$ cat config.mk
export PLATFORM = sky130hd
export DESIGN_NAME = smcr_regs
export DESIGN_NICKNAME = d
export VERILOG_FILES = /design/src/rtl/smcr_pkg.sv /design/src/rtl/smcr_settle_timer.sv /design/src/rtl/smcr_regs.sv
export SDC_FILE = /design/constraint.sdc
export NUM_CORES = 1
export LEC_CHECK = 0
export ABC_AREA = 1
export BUFFER_PORTS_ARGS = -buffer_cell sky130_fd_sc_hd__buf_2
export CAP_MARGIN = 20
export CORE_MARGIN = 2
export CORE_UTILIZATION = 40
export DETAILED_ROUTE_END_ITERATION = 10
export PLACE_DENSITY_LB_ADDON = 0.2
export RECOVER_POWER = 50
export SYNTH_ARGS = -nofsm -noshare
export SYNTH_HDL_FRONTEND = slang
export SYNTH_SLANG_ARGS = --single-unit
$ cat constraint.sdc
create_clock -name clk -period 4.6 [get_ports clk]
set_input_delay 0.46 -clock clk [delete_from_list [all_inputs] [get_ports clk]]
set_output_delay 0.46 -clock clk [all_outputs]
set_load 0.1 [all_outputs]
$ cat src/rtl/smcr_pkg.sv
// Purpose: Shared constants for the synthesizer margining configuration register slice
// Assumes: APB byte addresses are four times the printed register index
// Notes: Settle times are kept in microseconds, counts derived from the always-on clock rate
package smcr_pkg;
   // Register indices as printed; byte address is four times these
   localparam logic [7:0] IDX_STEP8_HI = 8'h66;
   localparam logic [7:0] IDX_STEP8_LO = 8'h67;
   localparam logic [7:0] IDX_SOFT_HI = 8'h68;
   localparam logic [7:0] IDX_SOFT_LO = 8'h69;
   localparam logic [7:0] IDX_S1_PULSE = 8'h75;
   localparam logic [7:0] IDX_S1_FILTER = 8'h76;
   localparam logic [7:0] IDX_S1_SETTLE = 8'h77;
   localparam logic [7:0] IDX_S1_BW = 8'h78;
   localparam logic [7:0] IDX_S2_PULSE = 8'h83;
   localparam logic [7:0] IDX_S2_FILTER = 8'h84;
   localparam logic [7:0] IDX_S2_SETTLE = 8'h85;
   localparam logic [7:0] IDX_S2_BW = 8'h86;
   localparam logic [7:0] IDX_MARGIN_SEL = 8'h64;
   localparam logic [7:0] IDX_STATUS = 8'h90;
   // Reset values
   localparam logic [1:0] RST_STEP8_HI = 2'h2;
   localparam logic [7:0] RST_STEP8_LO = 8'h9E;
   localparam logic [1:0] RST_SOFT_HI = 2'h0;
   localparam logic [7:0] RST_SOFT_LO = 8'h00;
   localparam logic [2:0] RST_FILTER = 3'h3;
   localparam logic [1:0] RST_CLOSED = 2'h0;
   localparam logic [1:0] RST_VCO = 2'h1;
   localparam logic [1:0] RST_MARGIN_SEL = 2'h0;
   // Field positions
   localparam int POS_WIDEN = 7;
   localparam int POS_CLOSED = 2;
   localparam int POS_VCO = 0;
   localparam int POS_MARGIN_SEL = 2;
   // Filter codes and margin source code
   localparam logic [2:0] FILTER_SECOND = 3'h3;
   localparam logic [2:0] FILTER_THIRD = 3'h7;
   localparam logic [1:0] MARGIN_SRC_SOFT = 2'h2;
   // Settle times in microseconds and always-on clock rate in kHz
   localparam int AON_KHZ = 10000;
   localparam int CLOSED_US0 = 30;
   localparam int CLOSED_US1 = 300;
   localparam int CLOSED_US2 = 30000;
   localparam int CLOSED_US3 = 300000;
   localparam int VCO_US0 = 20;
   localparam int VCO_US1 = 400;
   localparam int VCO_US2 = 8000;
   localparam int VCO_US3 = 200000;
   localparam int WAIT_W = 32;
   // Microseconds to always-on clock periods, rounded up
   function automatic logic [31:0] us_to_cycles(input int us, input int khz);
      longint p;
      p = (longint'(us) * longint'(khz) + 64'd999) / 64'd1000;
      us_to_cycles = (p < 1) ? 32'd1 : p[31:0];
   endfunction
endpackage

$ cat src/rtl/smcr_settle_timer.sv
// Purpose: Settle wait counter for one synthesizer, clocked by the always-on clock
// Assumes: start is a one-cycle pulse; codes are stable while waiting
// Notes: A VCO wait is followed by the closed-loop wait; done pulses once at the end
`timescale 1ns/1ps
`default_nettype none
module smcr_settle_timer #(
   parameter int AON_KHZ = smcr_pkg::AON_KHZ
) (
   // Clock and reset
   input wire logic clk,
   input wire logic rst,
   input wire logic ce,
   // Control
   input wire logic start,
   input wire logic [1:0] closed_code,
   input wire logic [1:0] vco_code,
   // Status
   output logic busy,
   output logic done
);
   typedef enum logic [2:0] {
      SMCR_IDLE = 3'b001,
      SMCR_VCO = 3'b010,
      SMCR_CLOSED = 3'b100
   } smcr_tmr_t;

   smcr_tmr_t state_q;
   logic [31:0] count_q;

   function automatic logic [31:0] closed_len(input logic [1:0] c);
      case (c)
         2'h0: closed_len = smcr_pkg::us_to_cycles(smcr_pkg::CLOSED_US0, AON_KHZ);
         2'h1: closed_len = smcr_pkg::us_to_cycles(smcr_pkg::CLOSED_US1, AON_KHZ);
         2'h2: closed_len = smcr_pkg::us_to_cycles(smcr_pkg::CLOSED_US2, AON_KHZ);
         default: closed_len = smcr_pkg::us_to_cycles(smcr_pkg::CLOSED_US3, AON_KHZ);
      endcase
   endfunction

   function automatic logic [31:0] vco_len(input logic [1:0] c);
      case (c)
         2'h0: vco_len = smcr_pkg::us_to_cycles(smcr_pkg::VCO_US0, AON_KHZ);
         2'h1: vco_len = smcr_pkg::us_to_cycles(smcr_pkg::VCO_US1, AON_KHZ);
         2'h2: vco_len = smcr_pkg::us_to_cycles(smcr_pkg::VCO_US2, AON_KHZ);
         default: vco_len = smcr_pkg::us_to_cycles(smcr_pkg::VCO_US3, AON_KHZ);
      endcase
   endfunction

   // Two-phase wait: VCO settle then closed-loop settle
   always_ff @(posedge clk or posedge rst) begin
      if (rst) begin
         state_q <= SMCR_IDLE;
         count_q <= 32'h0000_0000;
         done <= 1'b0;
      end else if (ce) begin
         done <= 1'b0;
         case (state_q)
            SMCR_IDLE: begin
               if (start) begin
                  state_q <= SMCR_VCO;
                  count_q <= vco_len(vco_code) - 32'd1;
               end
            end
            SMCR_VCO: begin
               if (count_q == 32'h0000_0000) begin
                  state_q <= SMCR_CLOSED;
                  count_q <= closed_len(closed_code) - 32'd1;
               end else begin
                  count_q <= count_q - 32'd1;
               end
            end
            SMCR_CLOSED: begin
               if (count_q == 32'h0000_0000) begin
                  state_q <= SMCR_IDLE;
                  done <= 1'b1;
               end else begin
                  count_q <= count_q - 32'd1;
               end
            end
            default: state_q <= SMCR_IDLE;
         endcase
      end
   end

   // Busy is its own register, loaded from the next-state condition so it matches state_q != SMCR_IDLE
   always_ff @(posedge clk or posedge rst) begin
      if (rst) begin
         busy <= 1'b0;
      end else if (ce) begin
         busy <= (state_q == SMCR_IDLE) ? start : !(state_q == SMCR_CLOSED && count_q == 0);
      end
   end
endmodule
`default_nettype wire

$ cat src/rtl/smcr_regs.sv
// Purpose: Margining offset and dual synthesizer configuration registers over APB
// Assumes: 32-bit APB, byte address = 4 * register index, byte-wide data in bits 7:0
// Notes: Zero wait states; unmapped addresses read zero and raise pslverr
//
// Behaviour
// The step-8 margin offset is a 10-bit value, upper two bits reset 2, lower byte reset 0x9E.
// A software margin offset of 10 bits is writable in two registers, both resetting to zero.
// With margin source select equal to 2 the applied offset is the software offset.
// Each synthesizer has a pulse widen bit, 0 for about 200 ps and 1 for about 600 ps.
// Each loop filter field selects second order at 3 (reset) and third order at 7, others reserved.
// The closed-loop settle code waits 30 us, 300 us, 30 ms or 300 ms and resets to 0.
// Software sets closed-loop settle to 1 for clock generator use and 3 for jitter cleaning.
// The VCO settle code waits 20 us, 400 us, 8 ms or 200 ms and resets to 1.
// A set narrow-bandwidth bit cuts loop bandwidth to 200 Hz, clear restores normal bandwidth.
// Software changing the bandwidth bit also programs matching loop settings.
// Both synthesizers keep separate copies of all fields and reserved bits read zero.
`timescale 1ns/1ps
`default_nettype none
module smcr_regs #(
   parameter int AON_KHZ = smcr_pkg::AON_KHZ
) (
   // Clock and reset
   input wire logic clk,
   input wire logic rst,
   input wire logic ce,
   // APB slave
   input wire logic psel,
   input wire logic penable,
   input wire logic pwrite,
   input wire logic [11:0] paddr,
   input wire logic [31:0] pwdata,
   input wire logic [3:0] pstrb,
   output logic [31:0] prdata,
   output logic pready,
   output logic pslverr,
   // Margining
   input wire logic [9:0] margin_pin_offset,
   output logic [9:0] margin_applied_offset,
   output logic [9:0] margin_step8_offset,
   // First synthesizer
   output logic first_synth_pulse_widen,
   output logic [2:0] first_synth_filter_order,
   output logic first_synth_narrow_bandwidth,
   output logic first_synth_settled,
   // Second synthesizer
   output logic second_synth_pulse_widen,
   output logic [2:0] second_synth_filter_order,
   output logic second_synth_narrow_bandwidth,
   output logic second_synth_settled
);
   // Field storage; per-synthesizer arrays use index 0 = first, 1 = second
   logic [1:0] step8_hi_q;
   logic [7:0] step8_lo_q;
   logic [1:0] soft_hi_q;
   logic [7:0] soft_lo_q;
   logic [1:0] margin_sel_q;
   logic widen_q [2];
   logic [2:0] filter_q [2];
   logic [1:0] closed_q [2];
   logic [1:0] vco_q [2];
   logic narrow_q [2];
   logic [1:0] relock_q;
   logic [1:0] busy;
   logic [1:0] done;
   logic [1:0] settled_q;

   logic wr_en;
   logic rd_en;
   logic [7:0] idx;
   logic [7:0] wbyte;
   logic hit;
   logic [7:0] rbyte;

   // Index decode; low two address bits must be zero for an aligned word
   assign idx = paddr[9:2];
   assign wbyte = pwdata[7:0];
   assign wr_en = psel && penable && pwrite && pstrb[0] && hit && paddr[1:0] == 2'h0;
   assign rd_en = psel && penable && !pwrite;

   // Reserved filter codes are refused so the loop never sees an undefined order
   function automatic logic filter_ok(input logic [2:0] c);
      filter_ok = (c == smcr_pkg::FILTER_SECOND) || (c == smcr_pkg::FILTER_THIRD);
   endfunction

   // Read mux; reserved bits return zero
   always_comb begin
      hit = 1'b1;
      rbyte = 8'h00;
      case (idx)
         smcr_pkg::IDX_STEP8_HI: rbyte = {6'h00, step8_hi_q};
         smcr_pkg::IDX_STEP8_LO: rbyte = step8_lo_q;
         smcr_pkg::IDX_SOFT_HI: rbyte = {6'h00, soft_hi_q};
         smcr_pkg::IDX_SOFT_LO: rbyte = soft_lo_q;
         smcr_pkg::IDX_MARGIN_SEL: rbyte = {4'h0, margin_sel_q, 2'h0};
         smcr_pkg::IDX_S1_PULSE: rbyte = {widen_q[0], 7'h00};
         smcr_pkg::IDX_S1_FILTER: rbyte = {5'h00, filter_q[0]};
         smcr_pkg::IDX_S1_SETTLE: rbyte = {4'h0, closed_q[0], vco_q[0]};
         smcr_pkg::IDX_S1_BW: rbyte = {7'h00, narrow_q[0]};
         smcr_pkg::IDX_S2_PULSE: rbyte = {widen_q[1], 7'h00};
         smcr_pkg::IDX_S2_FILTER: rbyte = {5'h00, filter_q[1]};
         smcr_pkg::IDX_S2_SETTLE: rbyte = {4'h0, closed_q[1], vco_q[1]};
         smcr_pkg::IDX_S2_BW: rbyte = {7'h00, narrow_q[1]};
         smcr_pkg::IDX_STATUS: rbyte = {4'h0, busy, settled_q};
         default: hit = 1'b0;
      endcase
      if (paddr[11:10] != 2'h0) begin
         hit = 1'b0;
         rbyte = 8'h00;
      end
   end

   // Margining offset registers
   always_ff @(posedge clk or posedge rst) begin
      if (rst) begin
         step8_hi_q <= smcr_pkg::RST_STEP8_HI;
         step8_lo_q <= smcr_pkg::RST_STEP8_LO;
         soft_hi_q <= smcr_pkg::RST_SOFT_HI;
         soft_lo_q <= smcr_pkg::RST_SOFT_LO;
         margin_sel_q <= smcr_pkg::RST_MARGIN_SEL;
      end else if (ce && wr_en) begin
         case (idx)
            smcr_pkg::IDX_STEP8_HI: step8_hi_q <= wbyte[1:0];
            smcr_pkg::IDX_STEP8_LO: step8_lo_q <= wbyte;
            smcr_pkg::IDX_SOFT_HI: soft_hi_q <= wbyte[1:0];
            smcr_pkg::IDX_SOFT_LO: soft_lo_q <= wbyte;
            smcr_pkg::IDX_MARGIN_SEL: margin_sel_q <= wbyte[smcr_pkg::POS_MARGIN_SEL +: 2];
            default: ;
         endcase
      end
   end

   // Synthesizer controls, one copy per synthesizer
   always_ff @(posedge clk or posedge rst) begin
      if (rst) begin
         for (int s = 0; s < 2; s++) begin
            widen_q[s] <= 1'b0;
            filter_q[s] <= smcr_pkg::RST_FILTER;
            closed_q[s] <= smcr_pkg::RST_CLOSED;
            vco_q[s] <= smcr_pkg::RST_VCO;
            narrow_q[s] <= 1'b0;
         end
         relock_q <= 2'b11;
      end else if (ce) begin
         relock_q <= 2'b00;
         if (wr_en) begin
            case (idx)
               smcr_pkg::IDX_S1_PULSE: widen_q[0] <= wbyte[smcr_pkg::POS_WIDEN];
               smcr_pkg::IDX_S2_PULSE: widen_q[1] <= wbyte[smcr_pkg::POS_WIDEN];
               smcr_pkg::IDX_S1_FILTER: begin
                  if (filter_ok(wbyte[2:0])) begin
                     filter_q[0] <= wbyte[2:0];
                  end
               end
               smcr_pkg::IDX_S2_FILTER: begin
                  if (filter_ok(wbyte[2:0])) begin
                     filter_q[1] <= wbyte[2:0];
                  end
               end
               smcr_pkg::IDX_S1_SETTLE: begin
                  closed_q[0] <= wbyte[smcr_pkg::POS_CLOSED +: 2];
                  vco_q[0] <= wbyte[smcr_pkg::POS_VCO +: 2];
               end
               smcr_pkg::IDX_S2_SETTLE: begin
                  closed_q[1] <= wbyte[smcr_pkg::POS_CLOSED +: 2];
                  vco_q[1] <= wbyte[smcr_pkg::POS_VCO +: 2];
               end
               smcr_pkg::IDX_S1_BW: begin
                  narrow_q[0] <= wbyte[0];
                  relock_q[0] <= 1'b1;
               end
               smcr_pkg::IDX_S2_BW: begin
                  narrow_q[1] <= wbyte[0];
                  relock_q[1] <= 1'b1;
               end
               default: ;
            endcase
         end
      end
   end

   // Settle timers; a bandwidth write starts the wait only when the timer is idle (R11 keeps them separate)
   smcr_settle_timer #(.AON_KHZ(AON_KHZ)) u_tmr1 (
      .clk(clk),
      .rst(rst),
      .ce(ce),
      .start(relock_q[0]),
      .closed_code(closed_q[0]),
      .vco_code(vco_q[0]),
      .busy(busy[0]),
      .done(done[0])
   );

   smcr_settle_timer #(.AON_KHZ(AON_KHZ)) u_tmr2 (
      .clk(clk),
      .rst(rst),
      .ce(ce),
      .start(relock_q[1]),
      .closed_code(closed_q[1]),
      .vco_code(vco_q[1]),
      .busy(busy[1]),
      .done(done[1])
   );

   // Settled flags: set by timer end wins over the clear caused by a restart
   always_ff @(posedge clk or posedge rst) begin
      if (rst) begin
         settled_q <= 2'b00;
      end else if (ce) begin
         for (int s = 0; s < 2; s++) begin
            if (done[s]) begin
               settled_q[s] <= 1'b1;
            end else if (relock_q[s]) begin
               settled_q[s] <= 1'b0;
            end
         end
      end
   end

   // Registered outputs to the analog side
   always_ff @(posedge clk or posedge rst) begin
      if (rst) begin
         margin_applied_offset <= 10'h000;
         margin_step8_offset <= {smcr_pkg::RST_STEP8_HI, smcr_pkg::RST_STEP8_LO};
         first_synth_pulse_widen <= 1'b0;
         first_synth_filter_order <= smcr_pkg::RST_FILTER;
         first_synth_narrow_bandwidth <= 1'b0;
         first_synth_settled <= 1'b0;
         second_synth_pulse_widen <= 1'b0;
         second_synth_filter_order <= smcr_pkg::RST_FILTER;
         second_synth_narrow_bandwidth <= 1'b0;
         second_synth_settled <= 1'b0;
      end else if (ce) begin
         if (margin_sel_q == smcr_pkg::MARGIN_SRC_SOFT) begin
            margin_applied_offset <= {soft_hi_q, soft_lo_q};
         end else begin
            margin_applied_offset <= margin_pin_offset;
         end
         margin_step8_offset <= {step8_hi_q, step8_lo_q};
         first_synth_pulse_widen <= widen_q[0];
         first_synth_filter_order <= filter_q[0];
         first_synth_narrow_bandwidth <= narrow_q[0];
         first_synth_settled <= settled_q[0];
         second_synth_pulse_widen <= widen_q[1];
         second_synth_filter_order <= filter_q[1];
         second_synth_narrow_bandwidth <= narrow_q[1];
         second_synth_settled <= settled_q[1];
      end
   end

   // APB answer: zero wait states, data and error registered in the setup cycle
   always_ff @(posedge clk or posedge rst) begin
      if (rst) begin
         prdata <= 32'h0000_0000;
         pready <= 1'b0;
         pslverr <= 1'b0;
      end else if (ce) begin
         pready <= psel && !penable;
         pslverr <= psel && !penable && (!hit || paddr[1:0] != 2'h0);
         // A misaligned read reports an error and must not leak the neighbouring byte
         prdata <= 32'h0000_0000;
         if (psel && !penable && !pwrite && hit && paddr[1:0] == 2'h0) begin
            prdata <= {24'h000000, rbyte};
         end
      end
   end

   // Read strobe is not otherwise used; reads have no side effects
   logic unused_rd;
   assign unused_rd = rd_en;
endmodule
`default_nettype wire

==> reports/summary.txt <==
Vias per std cell - 5.09
Max Cap Viol - 2
Total gr overflow - 0
PnR worst setup slack - 1180 ps
RSZ-0062 raised after global routing - false
# DRC - 0
Power density over the cells - 398 nW/um^2
Critical path required time - 4930 ps
CP delay by family, top - buffers and inverters
Synth warn - 0
Arrival time of the worst setup path - 3750 ps
Startpoint Class - input pin
Synth area leader - dfrtp_1
CTS Buf Count - 17
CTS tree - done
Number of enable flip-flop cells after synthesis - 0
# nets final - 1548
Clock Skew - 12.8 ps
Post-DRT Antenna Nets - 0
Slew HR - -19.6%
Dominant cells by area after synthesis - dfrtp_1, nand2_1, nor2_1, dfstp_2, inv_1
Bufs on Longest Clock Path - 2
Die X - 161 um
Routed length per instance - 15.1 um
Number of global-route vias before repair - 8853
CP Cell Sequence - clkbuf_1 > clkbuf_1 > o21ai_1 > a21oi_4 > nand2_4 > nor2_1 > inv_1 > nand2_1 > nor2_1
Async SR Flop Fraction - 100%
Most common flop cell mapped by yosys - dfrtp_1
Final Max Slew Viols - 93
Starting density of the core - 40.7%
Initial antenna violation count - 0
Final setup TNS - 0 ps
# Post-CTS Setup Buffers - 0
# IOs - 130
Largest net degree at the start of global routing - 161
Clk slew on worst S/H paths - 80 ps
Status - complete, but fails checks
Rows - 57
Finish-stage setup viols - 0
Total number of vias - 9192
Post-CTS Hold Buffers - 0
Antenna cells - 0
Tot GR Track Use - 21.8%
Violated checks - max-capacitance violations, max-slew violations
Slew @ Worst Pin - 1790 ps
Top cell type's share of synthesized area - 34.0%
Fin crit share - 74.3%
Clock Latency Late Sink - 440 ps
Drt total wl - 27.3 mm
Die Footprint - 26000 um^2
Clock root buffer - clkbuf_16
CP endpoint kind - flop
Die Y-Extent - 161 um
Most numerous cell in the Yosys netlist - nand2_1
IO buf count - 78
Post-Synthesis Cells - 1397
Final Hold Vio Count - 0
Sequential area share after synthesis - 40.9%
Leak - 0.00537 uW
Distinct cell type count after synthesis - 49
Crit path buffers/inverters - 3
Filler cell count - 2547
Core box area - 24200 um^2
Final RePlAce weighted congestion - 0.891
Worst ir drop on vdd - 0.254 mV
H-tree levels - 4
Detailed Routing Iterations Pass 1 - 6
1st-iter DRT viols - 755
Slowest stage cell, crit path - clkbuf_1
Most instantiated cells after synthesis - nand2_1, nor2_1, inv_1
Worst path max stage delay - 1160 ps
Area grow syn2layout - 12.4%
HP Class - input pin to async pin
Critical-path maximum fanout - 31
Mean cell area of the mapped netlist - 7.07 um^2
Dpl ws - 1670 ps
First-pass GRT wire length - 45.6 mm
Tmin final - 3420 ps
PostCTS Resize Cnt - 0
CP Class - input pin to flop
Num Clock Sinks - 160
#FFs+latches synth - 160
Share of cells above drive strength 1 - 11.7%
Synthesized area - 9870 um^2
Fmax - 0.293 GHz
Hpwl dp - 19.8 mm
worst reg2reg max path, stage by stage (launching register included):
cell	delay, ps
dfrtp_1	400
inv_1	80
ha_1	190
nand2_2	110
nor2_4	250
nand3_2	150
nor2_4	220
nand2_1	170
nand2_2	490
inv_2	430
nand2_1	180
nand2_1	60
nand2_1	50
nor2_1	40
per-stage QoR:
stage          power, uW  cells  util [%]  cell area (um^2)  hold WS, ps
6_report            4410   1806      45.8             11100          267
5_1_grt             4660   1806      45.8             11100          281
2_1_floorplan       2720   1420         -              9960          448
4_1_cts             4440   1806      45.8             11100          261
3_3_place_gp        2930   1774      43.2             10500          450
3_5_place_dp        2950   1774      43.2             10500          453
area by class of cell:
class	instances	area, um^2	area share (%)
clock buffers	18	450	4.06
inverters	144	544	4.90
multi-input cells	1061	5030	45.3
repair buffers	85	450	4.06
well taps	324	405	3.65
clock inverters	14	178	1.60
flip-flops and latches	160	4040	36.4
routing by layer:
layer / wire [um] / vias to the layer above / track usage [%]
met3: 1540 / 37 / 3.78
met2: 12900 / 286 / 36.2
met5: 0 / - / 0
met1: 12300 / 4303 / 29.3
li1: - / 4566 / -
met4: 536 / 0 / 6.25
where the power goes:
group / leakage, uW / switching (uW) / internal [uW]
Sequential: 0.00194 / 162 / 1560
Clock: 0.000305 / 709 / 773
Combinational: 0.00313 / 864 / 345
cell usage in the layout (no fill, tap or decap), types with 3 or more instances in the layout:
| master | instances |
|---|---|
| a21oi_1 | 29 |
| a22oi_1 | 6 |
| a31oi_1 | 3 |
| buf_2 | 77 |
| buf_4 | 5 |
| clkbuf_16 | 18 |
| clkinv_1 | 3 |
| clkinv_8 | 6 |
| conb_1 | 24 |
| dfrtp_1 | 134 |
| dfstp_2 | 26 |
| ha_1 | 15 |
| inv_1 | 137 |
| inv_6 | 4 |
| inv_8 | 4 |
| nand2_1 | 416 |
| nand2_2 | 3 |
| nand3_1 | 82 |
| nand3_2 | 4 |
| nand4_1 | 30 |
| nor2_1 | 227 |
| nor2_2 | 3 |
| nor2_4 | 6 |
| nor3_1 | 18 |
| nor3_2 | 3 |
| o2111ai_1 | 5 |
| o211ai_1 | 5 |
| o21ai_0 | 102 |
| o21ai_1 | 3 |
| o21bai_1 | 6 |
| o22ai_1 | 10 |
| xnor2_1 | 8 |
| xor2_1 | 32 |
state kept, by name, summed over array words and instances (netlist names), 2 cells and up:
name / flops
step8_hi_q: 2
margin_step8_offset: 10
soft_hi_q: 2
narrow_q: 2
prdata: 8
margin_sel_q: 2
step8_lo_q: 8
u_tmr2.state_q: 3
soft_lo_q: 8
settled_q: 2
filter_q: 6
widen_q: 2
u_tmr1.state_q: 3
closed_q: 4
u_tmr1.count_q: 32
relock_q: 2
vco_q: 4
u_tmr2.count_q: 32
margin_applied_offset: 10
first_synth_filter_order: 3
second_synth_filter_order: 3
path summary, 6_finish.rpt:
check	endpoint	depth (start not counted)	from	slack, ps
worst min-delay path	u_tmr2.count_q[28]	3	rst	270
worst max-delay path	u_tmr1.count_q[25]	9	ce	1180
max in group asynchronous	u_tmr1.count_q[9]	3	rst	3650
min in group clk	step8_lo_q[4]	3	pwdata[4]	280
worst min register to register	margin_step8_offset[2]	2	margin_step8_offset[2]	470
worst max register to register	u_tmr2.count_q[29]	13	u_tmr2.count_q[0]	1680
kinds of logic (layout without fill, tap and decap cells):
| group | after synthesis | count (layout) | synth area share, % |
|---|---|---|---|
| and+or+nand+nor | 805 | 805 | 34.4 |
| xor gates and xnor gates | 40 | 40 | 3.55 |
| DFF | 160 | 160 | 40.9 |
| AOI/OAI and AO/OA | 177 | 177 | 10.2 |
| other | 1 | 24 | 0.0380 |
| buffers and inverters | 199 | 261 | 9.05 |
| adders and majority gates | 15 | 15 | 1.90 |
Power figures use the tool's default switching activity.
